## config.mk

```make
export PLATFORM = sky130hd
export DESIGN_NAME = rat_top
export DESIGN_NICKNAME = d
export VERILOG_FILES = /design/src/hdl/rat_pkg.sv /design/src/hdl/rat_top.sv
export SDC_FILE = /design/constraint.sdc
export NUM_CORES = 1
export LEC_CHECK = 0
export BUFFER_PORTS_ARGS = -buffer_cell sky130_fd_sc_hd__buf_2
export CAP_MARGIN = 0
export CORE_MARGIN = 8
export CORE_UTILIZATION = 50
export CTS_CLUSTER_SIZE = 25
export DETAILED_ROUTE_END_ITERATION = 16
export PLACE_DENSITY = 0.71
export RECOVER_POWER = 100
export SETUP_SLACK_MARGIN = 0.02
export SYNTH_ARGS = -nofsm -noshare
export SYNTH_HDL_FRONTEND = slang
export SYNTH_SLANG_ARGS = --single-unit
```

## constraint.sdc

```tcl
create_clock -name sys_clk -period 7.2 [get_ports sys_clk]
set_clock_uncertainty 0.05 [all_clocks]
set_input_delay 2.16 -clock sys_clk [delete_from_list [all_inputs] [get_ports sys_clk]]
set_output_delay 2.16 -clock sys_clk [all_outputs]
set_load 0.1 [all_outputs]
```

## src/hdl/rat_pkg.sv

```systemverilog
// package: constants and types of the alarm, interrupt and rate trim block
package rat_pkg;

    // ------------------------------------------------------------------
    // clocking and time base
    // ------------------------------------------------------------------
    localparam int unsigned CLK_HZ = 10_000_000;
    localparam int unsigned CLK_PERIOD_NS = 100;
    localparam int unsigned OSC_HZ = 32_768;
    localparam int unsigned ACC_W = 24;
    localparam int unsigned DIV_W = 16;
    localparam logic [DIV_W-1:0] DIV_TERM = 16'h7FFF;
    localparam int unsigned EDGE_TIME_US = 7810;
    // a longest time: rounds down to whole cycles
    localparam int unsigned EDGE_CYCLES =
        (EDGE_TIME_US * 1000) / CLK_PERIOD_NS;
    localparam int unsigned EDGE_W = 17;
    localparam logic [5:0] SEC_LAST = 6'h3B;
    localparam logic [5:0] SEC_HALF = 6'h1E;
    localparam int unsigned CORR_SHORT_S = 20;
    localparam int unsigned CORR_LONG_S = 60;
    localparam logic [5:0] CORR_SHORT_LAST = 6'(CORR_SHORT_S - 1);

    // ------------------------------------------------------------------
    // register map (apb byte addresses)
    // ------------------------------------------------------------------
    localparam logic [7:0] ADDR_STATUS1 = 8'h00;
    localparam logic [7:0] ADDR_STATUS2 = 8'h04;
    localparam logic [7:0] ADDR_ALARM1 = 8'h08;
    localparam logic [7:0] ADDR_ALARM2 = 8'h0C;
    localparam logic [7:0] ADDR_CORR = 8'h10;
    localparam logic [7:0] ADDR_STATE = 8'h14;

    // status register 1 fields
    localparam int unsigned S1_A2_FLAG = 2;
    localparam int unsigned S1_A1_FLAG = 3;
    // status register 2 fields
    localparam int unsigned S2_A1_EN = 0;
    localparam int unsigned S2_A2_OE = 1;
    localparam int unsigned S2_ME = 2;
    localparam int unsigned S2_FE = 3;
    localparam int unsigned S2_MP = 4;
    localparam int unsigned S2_W = 5;
    // setting register: minute [7:0], hour [15:8], day of week [18:16]
    localparam int unsigned SET_W = 19;
    // frequency select bits b7..b3: 1, 2, 4, 8, 16 Hz
    localparam int unsigned FSEL_LO = 3;
    localparam int unsigned FSEL_N = 5;
    // correction register: b0 interval select, b7..b1 bit-reversed code
    localparam int unsigned CORR_W = 8;

    localparam logic [S2_W-1:0] STATUS2_RST = 5'h00;
    localparam logic [SET_W-1:0] SETTING_RST = 19'h00000;
    localparam logic [CORR_W-1:0] CORR_RST = 8'h00;

    // ------------------------------------------------------------------
    // types
    // ------------------------------------------------------------------
    typedef struct packed {
        logic [2:0] dow;
        logic [7:0] hour;
        logic [7:0] minute;
    } rat_time_t;

    typedef struct packed {
        logic sel;
        logic en;
        logic wr;
        logic [7:0] addr;
        logic [31:0] wdata;
    } rat_apb_req_t;

    typedef struct packed {
        logic ready;
        logic slverr;
        logic [31:0] rdata;
    } rat_apb_rsp_t;

    typedef enum logic [2:0] {
        RAT_MODE_OFF = 3'b000,
        RAT_MODE_ALARM2 = 3'b001,
        RAT_MODE_FREQ = 3'b010,
        RAT_MODE_EDGE = 3'b011,
        RAT_MODE_PERIOD = 3'b100
    } rat_mode_t;

endpackage : rat_pkg

```

## src/hdl/rat_top.sv

```systemverilog
// alarm compare, second interrupt pin modes and divider rate trim
module rat_top
    import rat_pkg::*;
#(
    parameter int unsigned OSC_INC = rat_pkg::OSC_HZ,
    parameter int unsigned CLK_MOD = rat_pkg::CLK_HZ,
    parameter int unsigned EDGE_LEN = rat_pkg::EDGE_CYCLES
) (
    // clock and reset
    input wire logic sys_clk,
    input wire logic arst_n,
    // apb slave
    input wire logic psel,
    input wire logic penable,
    input wire logic pwrite,
    input wire logic [7:0] paddr,
    input wire logic [31:0] pwdata,
    output logic [31:0] prdata,
    output logic pready,
    output logic pslverr,
    // running time from the calendar counters
    input rat_pkg::rat_time_t time_now,
    output logic minute_carry,
    output logic second_tick,
    // open-drain second interrupt pin
    output logic second_irq_pin_o,
    output logic second_irq_pin_oe
);
    import rat_pkg::*;

    // ------------------------------------------------------------------
    // registers and internal state
    // ------------------------------------------------------------------
    logic [S2_W-1:0] status2_q;
    logic [SET_W-1:0] alarm1_setting_reg_q, alarm2_setting_reg_q;
    logic [CORR_W-1:0] corr_q;
    logic alarm1_match_flag_q, alarm2_match_flag_q;
    rat_apb_req_t req;
    rat_apb_rsp_t rsp_q;
    logic acc_wr, acc_rd, addr_ok;
    logic [31:0] rd_mux;
    logic [ACC_W-1:0] acc_q;
    logic [DIV_W-1:0] div_q, div_term;
    logic [5:0] sec_q;
    logic osc_tick_q, carry_now, corr_second, edge_active;
    logic [6:0] corr_code;
    logic [EDGE_W-1:0] edge_cnt_q;
    logic alarm1_match, alarm2_match, alarm1_match_q, alarm2_match_q;
    logic alarm2_event, alarm2_low_q, edge_latch_q, period_run_q;
    logic [FSEL_N-1:0] freq_src, freq_sel;
    rat_mode_t mode;
    logic freq_low, pin_low, pin_oe_q, minute_carry_q, second_tick_q;

    // ------------------------------------------------------------------
    // apb slave: one wait state, answer in the second access cycle
    // ------------------------------------------------------------------
    assign req = '{sel: psel, en: penable, wr: pwrite, addr: paddr,
                   wdata: pwdata};
    assign acc_wr = req.sel && req.en && rsp_q.ready && req.wr;
    assign acc_rd = req.sel && req.en && rsp_q.ready && !req.wr;
    assign addr_ok = (req.addr == ADDR_STATUS1) ||
                     (req.addr == ADDR_STATUS2) ||
                     (req.addr == ADDR_ALARM1) ||
                     (req.addr == ADDR_ALARM2) ||
                     (req.addr == ADDR_CORR) ||
                     (req.addr == ADDR_STATE);

    always_comb begin
        rd_mux = 32'h0000_0000;
        case (req.addr)
            ADDR_STATUS1: begin
                rd_mux[S1_A1_FLAG] = alarm1_match_flag_q;
                rd_mux[S1_A2_FLAG] = alarm2_match_flag_q;
            end
            ADDR_STATUS2: rd_mux[S2_W-1:0] = status2_q;
            ADDR_ALARM1: rd_mux[SET_W-1:0] = alarm1_setting_reg_q;
            ADDR_ALARM2: rd_mux[SET_W-1:0] = alarm2_setting_reg_q;
            ADDR_CORR: rd_mux[CORR_W-1:0] = corr_q;
            ADDR_STATE: begin
                rd_mux[5:0] = sec_q;
                rd_mux[8] = pin_oe_q;
                rd_mux[9] = edge_active;
            end
            default: rd_mux = 32'h0000_0000;
        endcase
    end

    always_ff @(posedge sys_clk or negedge arst_n) begin
        if (!arst_n) begin
            rsp_q <= '0;
        end else if (req.sel && req.en && !rsp_q.ready) begin
            rsp_q.ready <= 1'b1;
            rsp_q.slverr <= !addr_ok;
            rsp_q.rdata <= req.wr ? 32'h0000_0000 : rd_mux;
        end else begin
            rsp_q <= '0;
        end
    end

    assign prdata = rsp_q.rdata;
    assign pready = rsp_q.ready;
    assign pslverr = rsp_q.slverr;

    // ------------------------------------------------------------------
    // writable registers
    // ------------------------------------------------------------------
    always_ff @(posedge sys_clk or negedge arst_n) begin
        if (!arst_n) begin
            status2_q <= STATUS2_RST;
            alarm1_setting_reg_q <= SETTING_RST;
            alarm2_setting_reg_q <= SETTING_RST;
            corr_q <= CORR_RST;
        end else if (acc_wr) begin
            case (req.addr)
                ADDR_STATUS2: status2_q <= req.wdata[S2_W-1:0];
                ADDR_ALARM1: alarm1_setting_reg_q <= req.wdata[SET_W-1:0];
                ADDR_ALARM2: alarm2_setting_reg_q <= req.wdata[SET_W-1:0];
                ADDR_CORR: corr_q <= req.wdata[CORR_W-1:0];
                default: status2_q <= status2_q;
            endcase
        end
    end

    // ------------------------------------------------------------------
    // time base: fractional divider gives the 32.768 kHz tick enable
    // ------------------------------------------------------------------
    always_ff @(posedge sys_clk or negedge arst_n) begin
        if (!arst_n) begin
            acc_q <= '0;
            osc_tick_q <= 1'b0;
        end else if ({8'h00, acc_q} + OSC_INC >= CLK_MOD) begin
            acc_q <= ACC_W'({8'h00, acc_q} + OSC_INC - CLK_MOD);
            osc_tick_q <= 1'b1;
        end else begin
            acc_q <= ACC_W'({8'h00, acc_q} + OSC_INC);
            osc_tick_q <= 1'b0;
        end
    end

    // ------------------------------------------------------------------
    // second divider with rate trim
    // ------------------------------------------------------------------
    // the register holds the code bit-reversed: b1 is its top bit
    assign corr_code = {corr_q[1], corr_q[2], corr_q[3], corr_q[4],
                        corr_q[5], corr_q[6], corr_q[7]};
    // the last second of each 20 s or 60 s interval is the trim point;
    // a fixed point keeps the 1 Hz output clean in the other seconds
    assign corr_second = corr_q[0] ? (sec_q == SEC_LAST) :
        ((sec_q == CORR_SHORT_LAST) || (sec_q == 6'(2 * CORR_SHORT_S - 1))
         || (sec_q == SEC_LAST));
    // one code step is two oscillator counts, i.e. one count of the
    // 16384 Hz stage: 2/655360 = 3.052 ppm, 2/1966080 = 1.017 ppm;
    // the code is signed, +63 shortens, -64 lengthens the second
    always_comb begin
        div_term = DIV_TERM;
        if (corr_second && corr_code != 7'h00) begin
            div_term = DIV_W'(DIV_TERM - {{8{corr_code[6]}},
                                          corr_code, 1'b0});
        end
    end

    assign carry_now = osc_tick_q && (div_q >= div_term) &&
                       (sec_q == SEC_LAST);

    always_ff @(posedge sys_clk or negedge arst_n) begin
        if (!arst_n) begin
            div_q <= '0;
            sec_q <= '0;
        end else if (osc_tick_q) begin
            if (div_q >= div_term) begin
                div_q <= '0;
                sec_q <= (sec_q == SEC_LAST) ? 6'h00 : sec_q + 6'h01;
            end else begin
                div_q <= div_q + 16'h0001;
            end
        end
    end

    always_ff @(posedge sys_clk or negedge arst_n) begin
        if (!arst_n) begin
            minute_carry_q <= 1'b0;
            second_tick_q <= 1'b0;
        end else begin
            minute_carry_q <= carry_now;
            second_tick_q <= osc_tick_q && (div_q >= div_term);
        end
    end

    assign minute_carry = minute_carry_q;
    assign second_tick = second_tick_q;

    // edge_active stays set for 7.81 ms after each minute carry
    always_ff @(posedge sys_clk or negedge arst_n) begin
        if (!arst_n) begin
            edge_cnt_q <= '0;
        end else if (carry_now) begin
            edge_cnt_q <= EDGE_W'(EDGE_LEN);
        end else if (edge_cnt_q != '0) begin
            edge_cnt_q <= edge_cnt_q - 17'h00001;
        end
    end

    assign edge_active = (edge_cnt_q != '0);

    // ------------------------------------------------------------------
    // alarm compare
    // ------------------------------------------------------------------
    assign alarm1_match =
        (alarm1_setting_reg_q == SET_W'(time_now));
    assign alarm2_match =
        (alarm2_setting_reg_q == SET_W'(time_now));

    always_ff @(posedge sys_clk or negedge arst_n) begin
        if (!arst_n) begin
            alarm1_match_q <= 1'b0;
            alarm2_match_q <= 1'b0;
        end else begin
            alarm1_match_q <= alarm1_match;
            alarm2_match_q <= alarm2_match;
        end
    end

    // only the start of a match, or a minute count during one, fires;
    // toggling the enable alone inside the match stays quiet
    assign alarm2_event = (mode == RAT_MODE_ALARM2) && alarm2_match &&
        (!alarm2_match_q || minute_carry_q);

    // set wins over a clear; a read clears only the flags it returned
    always_ff @(posedge sys_clk or negedge arst_n) begin
        if (!arst_n) begin
            alarm1_match_flag_q <= 1'b0;
        end else if (status2_q[S2_A1_EN] && alarm1_match &&
                     !alarm1_match_q) begin
            alarm1_match_flag_q <= 1'b1;
        end else if (acc_rd && req.addr == ADDR_STATUS1 &&
                     rsp_q.rdata[S1_A1_FLAG]) begin
            alarm1_match_flag_q <= 1'b0;
        end
    end

    always_ff @(posedge sys_clk or negedge arst_n) begin
        if (!arst_n) begin
            alarm2_match_flag_q <= 1'b0;
        end else if (alarm2_event) begin
            alarm2_match_flag_q <= 1'b1;
        end else if (acc_rd && req.addr == ADDR_STATUS1 &&
                     rsp_q.rdata[S1_A2_FLAG]) begin
            alarm2_match_flag_q <= 1'b0;
        end
    end

    always_ff @(posedge sys_clk or negedge arst_n) begin
        if (!arst_n) begin
            alarm2_low_q <= 1'b0;
        end else if (mode != RAT_MODE_ALARM2) begin
            alarm2_low_q <= 1'b0;
        end else if (alarm2_event) begin
            alarm2_low_q <= 1'b1;
        end
    end

    // ------------------------------------------------------------------
    // pin mode decode
    // ------------------------------------------------------------------
    // edge mode ignores the alarm 2 enable; frequency enable wins
    always_comb begin
        if (status2_q[S2_FE]) begin
            mode = RAT_MODE_FREQ;
        end else if (status2_q[S2_ME]) begin
            mode = RAT_MODE_EDGE;
        end else if (status2_q[S2_MP]) begin
            mode = RAT_MODE_PERIOD;
        end else if (status2_q[S2_A2_OE]) begin
            mode = RAT_MODE_ALARM2;
        end else begin
            mode = RAT_MODE_OFF;
        end
    end

    // ------------------------------------------------------------------
    // user frequency: b7 = 1 Hz down to b3 = 16 Hz, from divider bits
    // ------------------------------------------------------------------
    genvar gi;
    generate
        for (gi = 0; gi < FSEL_N; gi++) begin : g_freq
            assign freq_src[gi] = div_q[14 - gi];
            assign freq_sel[gi] = alarm2_setting_reg_q[FSEL_LO + 4 - gi];
        end
    endgenerate

    // empty selection keeps the pin released
    assign freq_low = (|freq_sel) && (&(freq_src | ~freq_sel));

    // ------------------------------------------------------------------
    // per-minute edge and minute-periodical modes
    // ------------------------------------------------------------------
    always_ff @(posedge sys_clk or negedge arst_n) begin
        if (!arst_n) begin
            edge_latch_q <= 1'b0;
        end else if (mode != RAT_MODE_EDGE) begin
            edge_latch_q <= 1'b0;
        end else if (edge_active) begin
            edge_latch_q <= 1'b1;
        end
    end

    // the run state survives a short disable, so re-enabling during the
    // low half resumes it; a carry seen while disabled ends it
    always_ff @(posedge sys_clk or negedge arst_n) begin
        if (!arst_n) begin
            period_run_q <= 1'b0;
        end else if (carry_now) begin
            period_run_q <= (mode == RAT_MODE_PERIOD);
        end
    end

    always_comb begin
        case (mode)
            RAT_MODE_ALARM2: pin_low = alarm2_low_q;
            RAT_MODE_FREQ: pin_low = freq_low;
            RAT_MODE_EDGE: pin_low = edge_latch_q || edge_active;
            RAT_MODE_PERIOD: pin_low = period_run_q &&
                                       (sec_q < SEC_HALF);
            default: pin_low = 1'b0;
        endcase
    end

    // ------------------------------------------------------------------
    // open-drain pin: only ever pulls low
    // ------------------------------------------------------------------
    always_ff @(posedge sys_clk or negedge arst_n) begin
        if (!arst_n) begin
            pin_oe_q <= 1'b0;
        end else begin
            pin_oe_q <= pin_low;
        end
    end

    assign second_irq_pin_o = 1'b0;
    assign second_irq_pin_oe = pin_oe_q;

endmodule : rat_top

```

==> metrics <==
status=finished with violations; failing checks=capacitance limit, slew limit; first-pass GRT wire length=29700 um; Ports=about 100; CTS tree=built; relative max-transition margin=-0.196; die area=19200 um^2; fin cells=~980; vias in the first global route=just under 6000; Yosys top cell area share=0.464; Wirelength per Cell=between 15 and 20 um; Yosys top cell by area=dfrtp_1; ys async rst share=1.00; nets=around 870; die width=approximately 140 um; TritonCTS buffer count=17; Layout area overhead=14.5%; root buffer cell=clkbuf_16; RSZ-0062 raised after global routing=false; TNS Setup=0 ns; Clock Latency Late Sink=0.42 ns; Final Hold Viols=0; Synth area leaders=dfrtp_1 (46%), mux2_2 (7.8%), xor2_1 (6.2%), ha_1 (3.7%), nor2_1 (3.2%); Mean Syn Cell Area=10.5 um^2; Post-Synth XOR/XNOR Area=0.0934; drt first-iter violations=438; Post-CTS Setup Bufs=0; Fillers=between 1000 and 1500; Unique masters post-synth=65; sequential-to-total area share from yosys stat=0.464; Clock Tree Buf Depth=2; core area=14600 um^2; worst-path fanout max=20; cell count after placement=roughly 950; Synth Flop Type=dfrtp_1; Reg clk slew, reported paths=0.06 ns; clock tree sinks=139; final wirelength=~18000 um; vias per cell=~5.7; chip height=138 um; Tot Pwr=0.00185 W; GRT Total Usage=0.188; grt ovf=0; input/output buffers=74; DRC viols=0; final period utilization=0.639; Simple-Gate Fraction of Synth Area=0.158; Synth Register Bits=139; Data required, critical path=7.45 ns; post-cts hold buffer count=0; Post-Syn Area=approximately 7500 um^2; post-synthesis compound-gate area fraction=0.104; Synth Warn #=0; drt pass-1 iters=5; Synth Area in Adders=0.0367; share of layout cells above drive strength 1=0.175; via count=5582; Mapped Cells=roughly 710; CTS H-Tree Depth=4; Min Hold Slack=roughly 0.44 ns; # setup viols final=0; worst hold path type=flip-flop to flip-flop; Crit Path Category=input pin to flip-flop; # rows=between 40 and 50; crit start category=input pin; Final HPWL DP=between 10000 and 15000 um; largest net degree at the start of global routing=75; largest family of logic cells by synthesized area=simple AND/OR/NAND/NOR gates; Pleak=about 4.2 nW; antenna violations before repair=1; crit path DAT=~4.9 ns; fin crit period=between 4 and 5 ns; Worst-Margin Slew=between 1.5 and 2 ns; Placer Congestion=0.894; mux cell area share after synthesis=0.106; Post-synth EDFFs=0; post-cts sizing count=0; Power Dens Cells=~220 nW/um^2; Initial Util=0.514; Fmax achieved=217 MHz; Final Max Tran Viols=30; Post-DRT Antenna Nets=0; element type at the critical path end=flip-flop; Worst VDD drop=around 0.16 mV; Max Cap Violations=2
## cell families (layout without fill, tap and decap cells)
group                    count (synthesis)  after routing
buffers and inverters                   57            130
multiplexers                            73             73
XOR/XNOR                                80             80
adder cells (fa/ha/maj)                 22             22
other                                    1             15
AND/OR/NAND/NOR                        228            228
flip-flops                             139            139
AO/OA/AOI/OAI                          113            113
## cell usage in the layout, fill, tap and decap left out, drive strengths merged, types with 4 or more instances in the layout
cell    synthesis  routed
a21oi          24      24
a22o            6       6
a31oi           5       5
and2            8       8
and3            4       4
buf            20      49
bufinv          0       5
clkbuf         16      50
clkinv          0       4
conb            1      14
dfrtp         139     139
ha             22      22
inv            21      22
mux2           52      52
mux2i          21      21
nand2          52      52
nand2b          5       5
nand3          18      18
nand4          10      10
nand4b          5       5
nor2           63      63
nor2b           4       4
nor3           15      15
nor4           21      21
o211ai          4       4
o21ai          23      23
o31ai          10      10
or4             4       4
xnor2          27      27
xor2           53      53
## metal layers
layer / share of wire / global-route usage / vias up
met1: 0.46 / 0.241 / 2722
met5: 0 / 0 / -
met3: 0.039 / 0.0394 / 22
met2: 0.48 / 0.303 / 153
li1: - / - / 2685
met4: 0.017 / 0.0778 / 0
## stage by stage
step	utilization	cell area [um^2]	setup slack (ns)
after global placement	0.547	7980	2.54
after CTS	0.592	8640	2.98
after floorplan	-	7550	3.29
after global routing	0.589	8590	2.17
after detailed placement	0.547	7980	2.53
final	0.589	8590	2.60
## report_power, final
part / internal (W) / leakage, nW / total, W / switching (W)
Combinational: 0.0000198 / 1.96 / 0.0000952 / 0.0000754
Clock: 0.000643 / 0.325 / 0.000966 / 0.000323
Sequential: 0.000783 / 1.92 / 0.000785 / 0.00000151
Total: 0.00145 / 4.20 / 0.00185 / 0.000400
## path summary, 6_finish.rpt
| kind | startpoint | endpoint | slack (ns) | depth (start not counted) |
|---|---|---|---|---|
| worst min-delay path | pready | pslverr | 0.44 | 1 |
| worst max-delay path | paddr[7] | alarm2_setting_reg_q[17] | 2.60 | 5 |
| min in group asynchronous | arst_n | alarm2_setting_reg_q[16] | 1.72 | 1 |
| worst min register to register | pready | pslverr | 0.44 | 1 |
| worst max register to register | sec_q[3] | sec_q[5] | 2.80 | 14 |
| max in group asynchronous | arst_n | status2_q[3] | 4.11 | 2 |
## flip-flops by register name, summed over array words and instances (netlist names), 5 cells and up
signal,count
sec_q,6
div_q,16
alarm2_setting_reg_q,19
status2_q,5
corr_q,8
edge_cnt_q,17
prdata,19
acc_q,17
alarm1_setting_reg_q,19
## worst max-delay path, cell delays in order
cell	delay, ns
buf_2	0.10
nor3_1	0.26
nand4b_1	0.41
nor2_1	1.47
mux2_2	0.44
## cell type report
cell class | count | area [um^2] | area share
multi-input combinational | 530 | 3780 | 0.440
sequential | 139 | 3480 | 0.405
clock buffer | 22 | 474 | 0.0552
timing repair buffer | 77 | 362 | 0.0421
tap | 184 | 230 | 0.0268
clock inverter | 10 | 186 | 0.0217
inverter | 21 | 78.8 | 0.00918
antenna | 1 | 2.50 | 0.000291
## synthesized netlist by cell type (6+ instances only)
cell,n
xnor2_1,27
xor2_1,53
nand3_1,18
a22o_1,6
nor3_1,15
dfrtp_1,139
nor4_1,19
clkbuf_1,16
o31ai_1,10
and2_1,8
nand4_1,10
inv_1,21
mux2_2,52
nor2_1,63
a21oi_1,24
nand2_1,52
buf_4,15
ha_1,22
mux2i_1,21
o21ai_0,23
No activity file was read; power rests on OpenSTA's default activity.
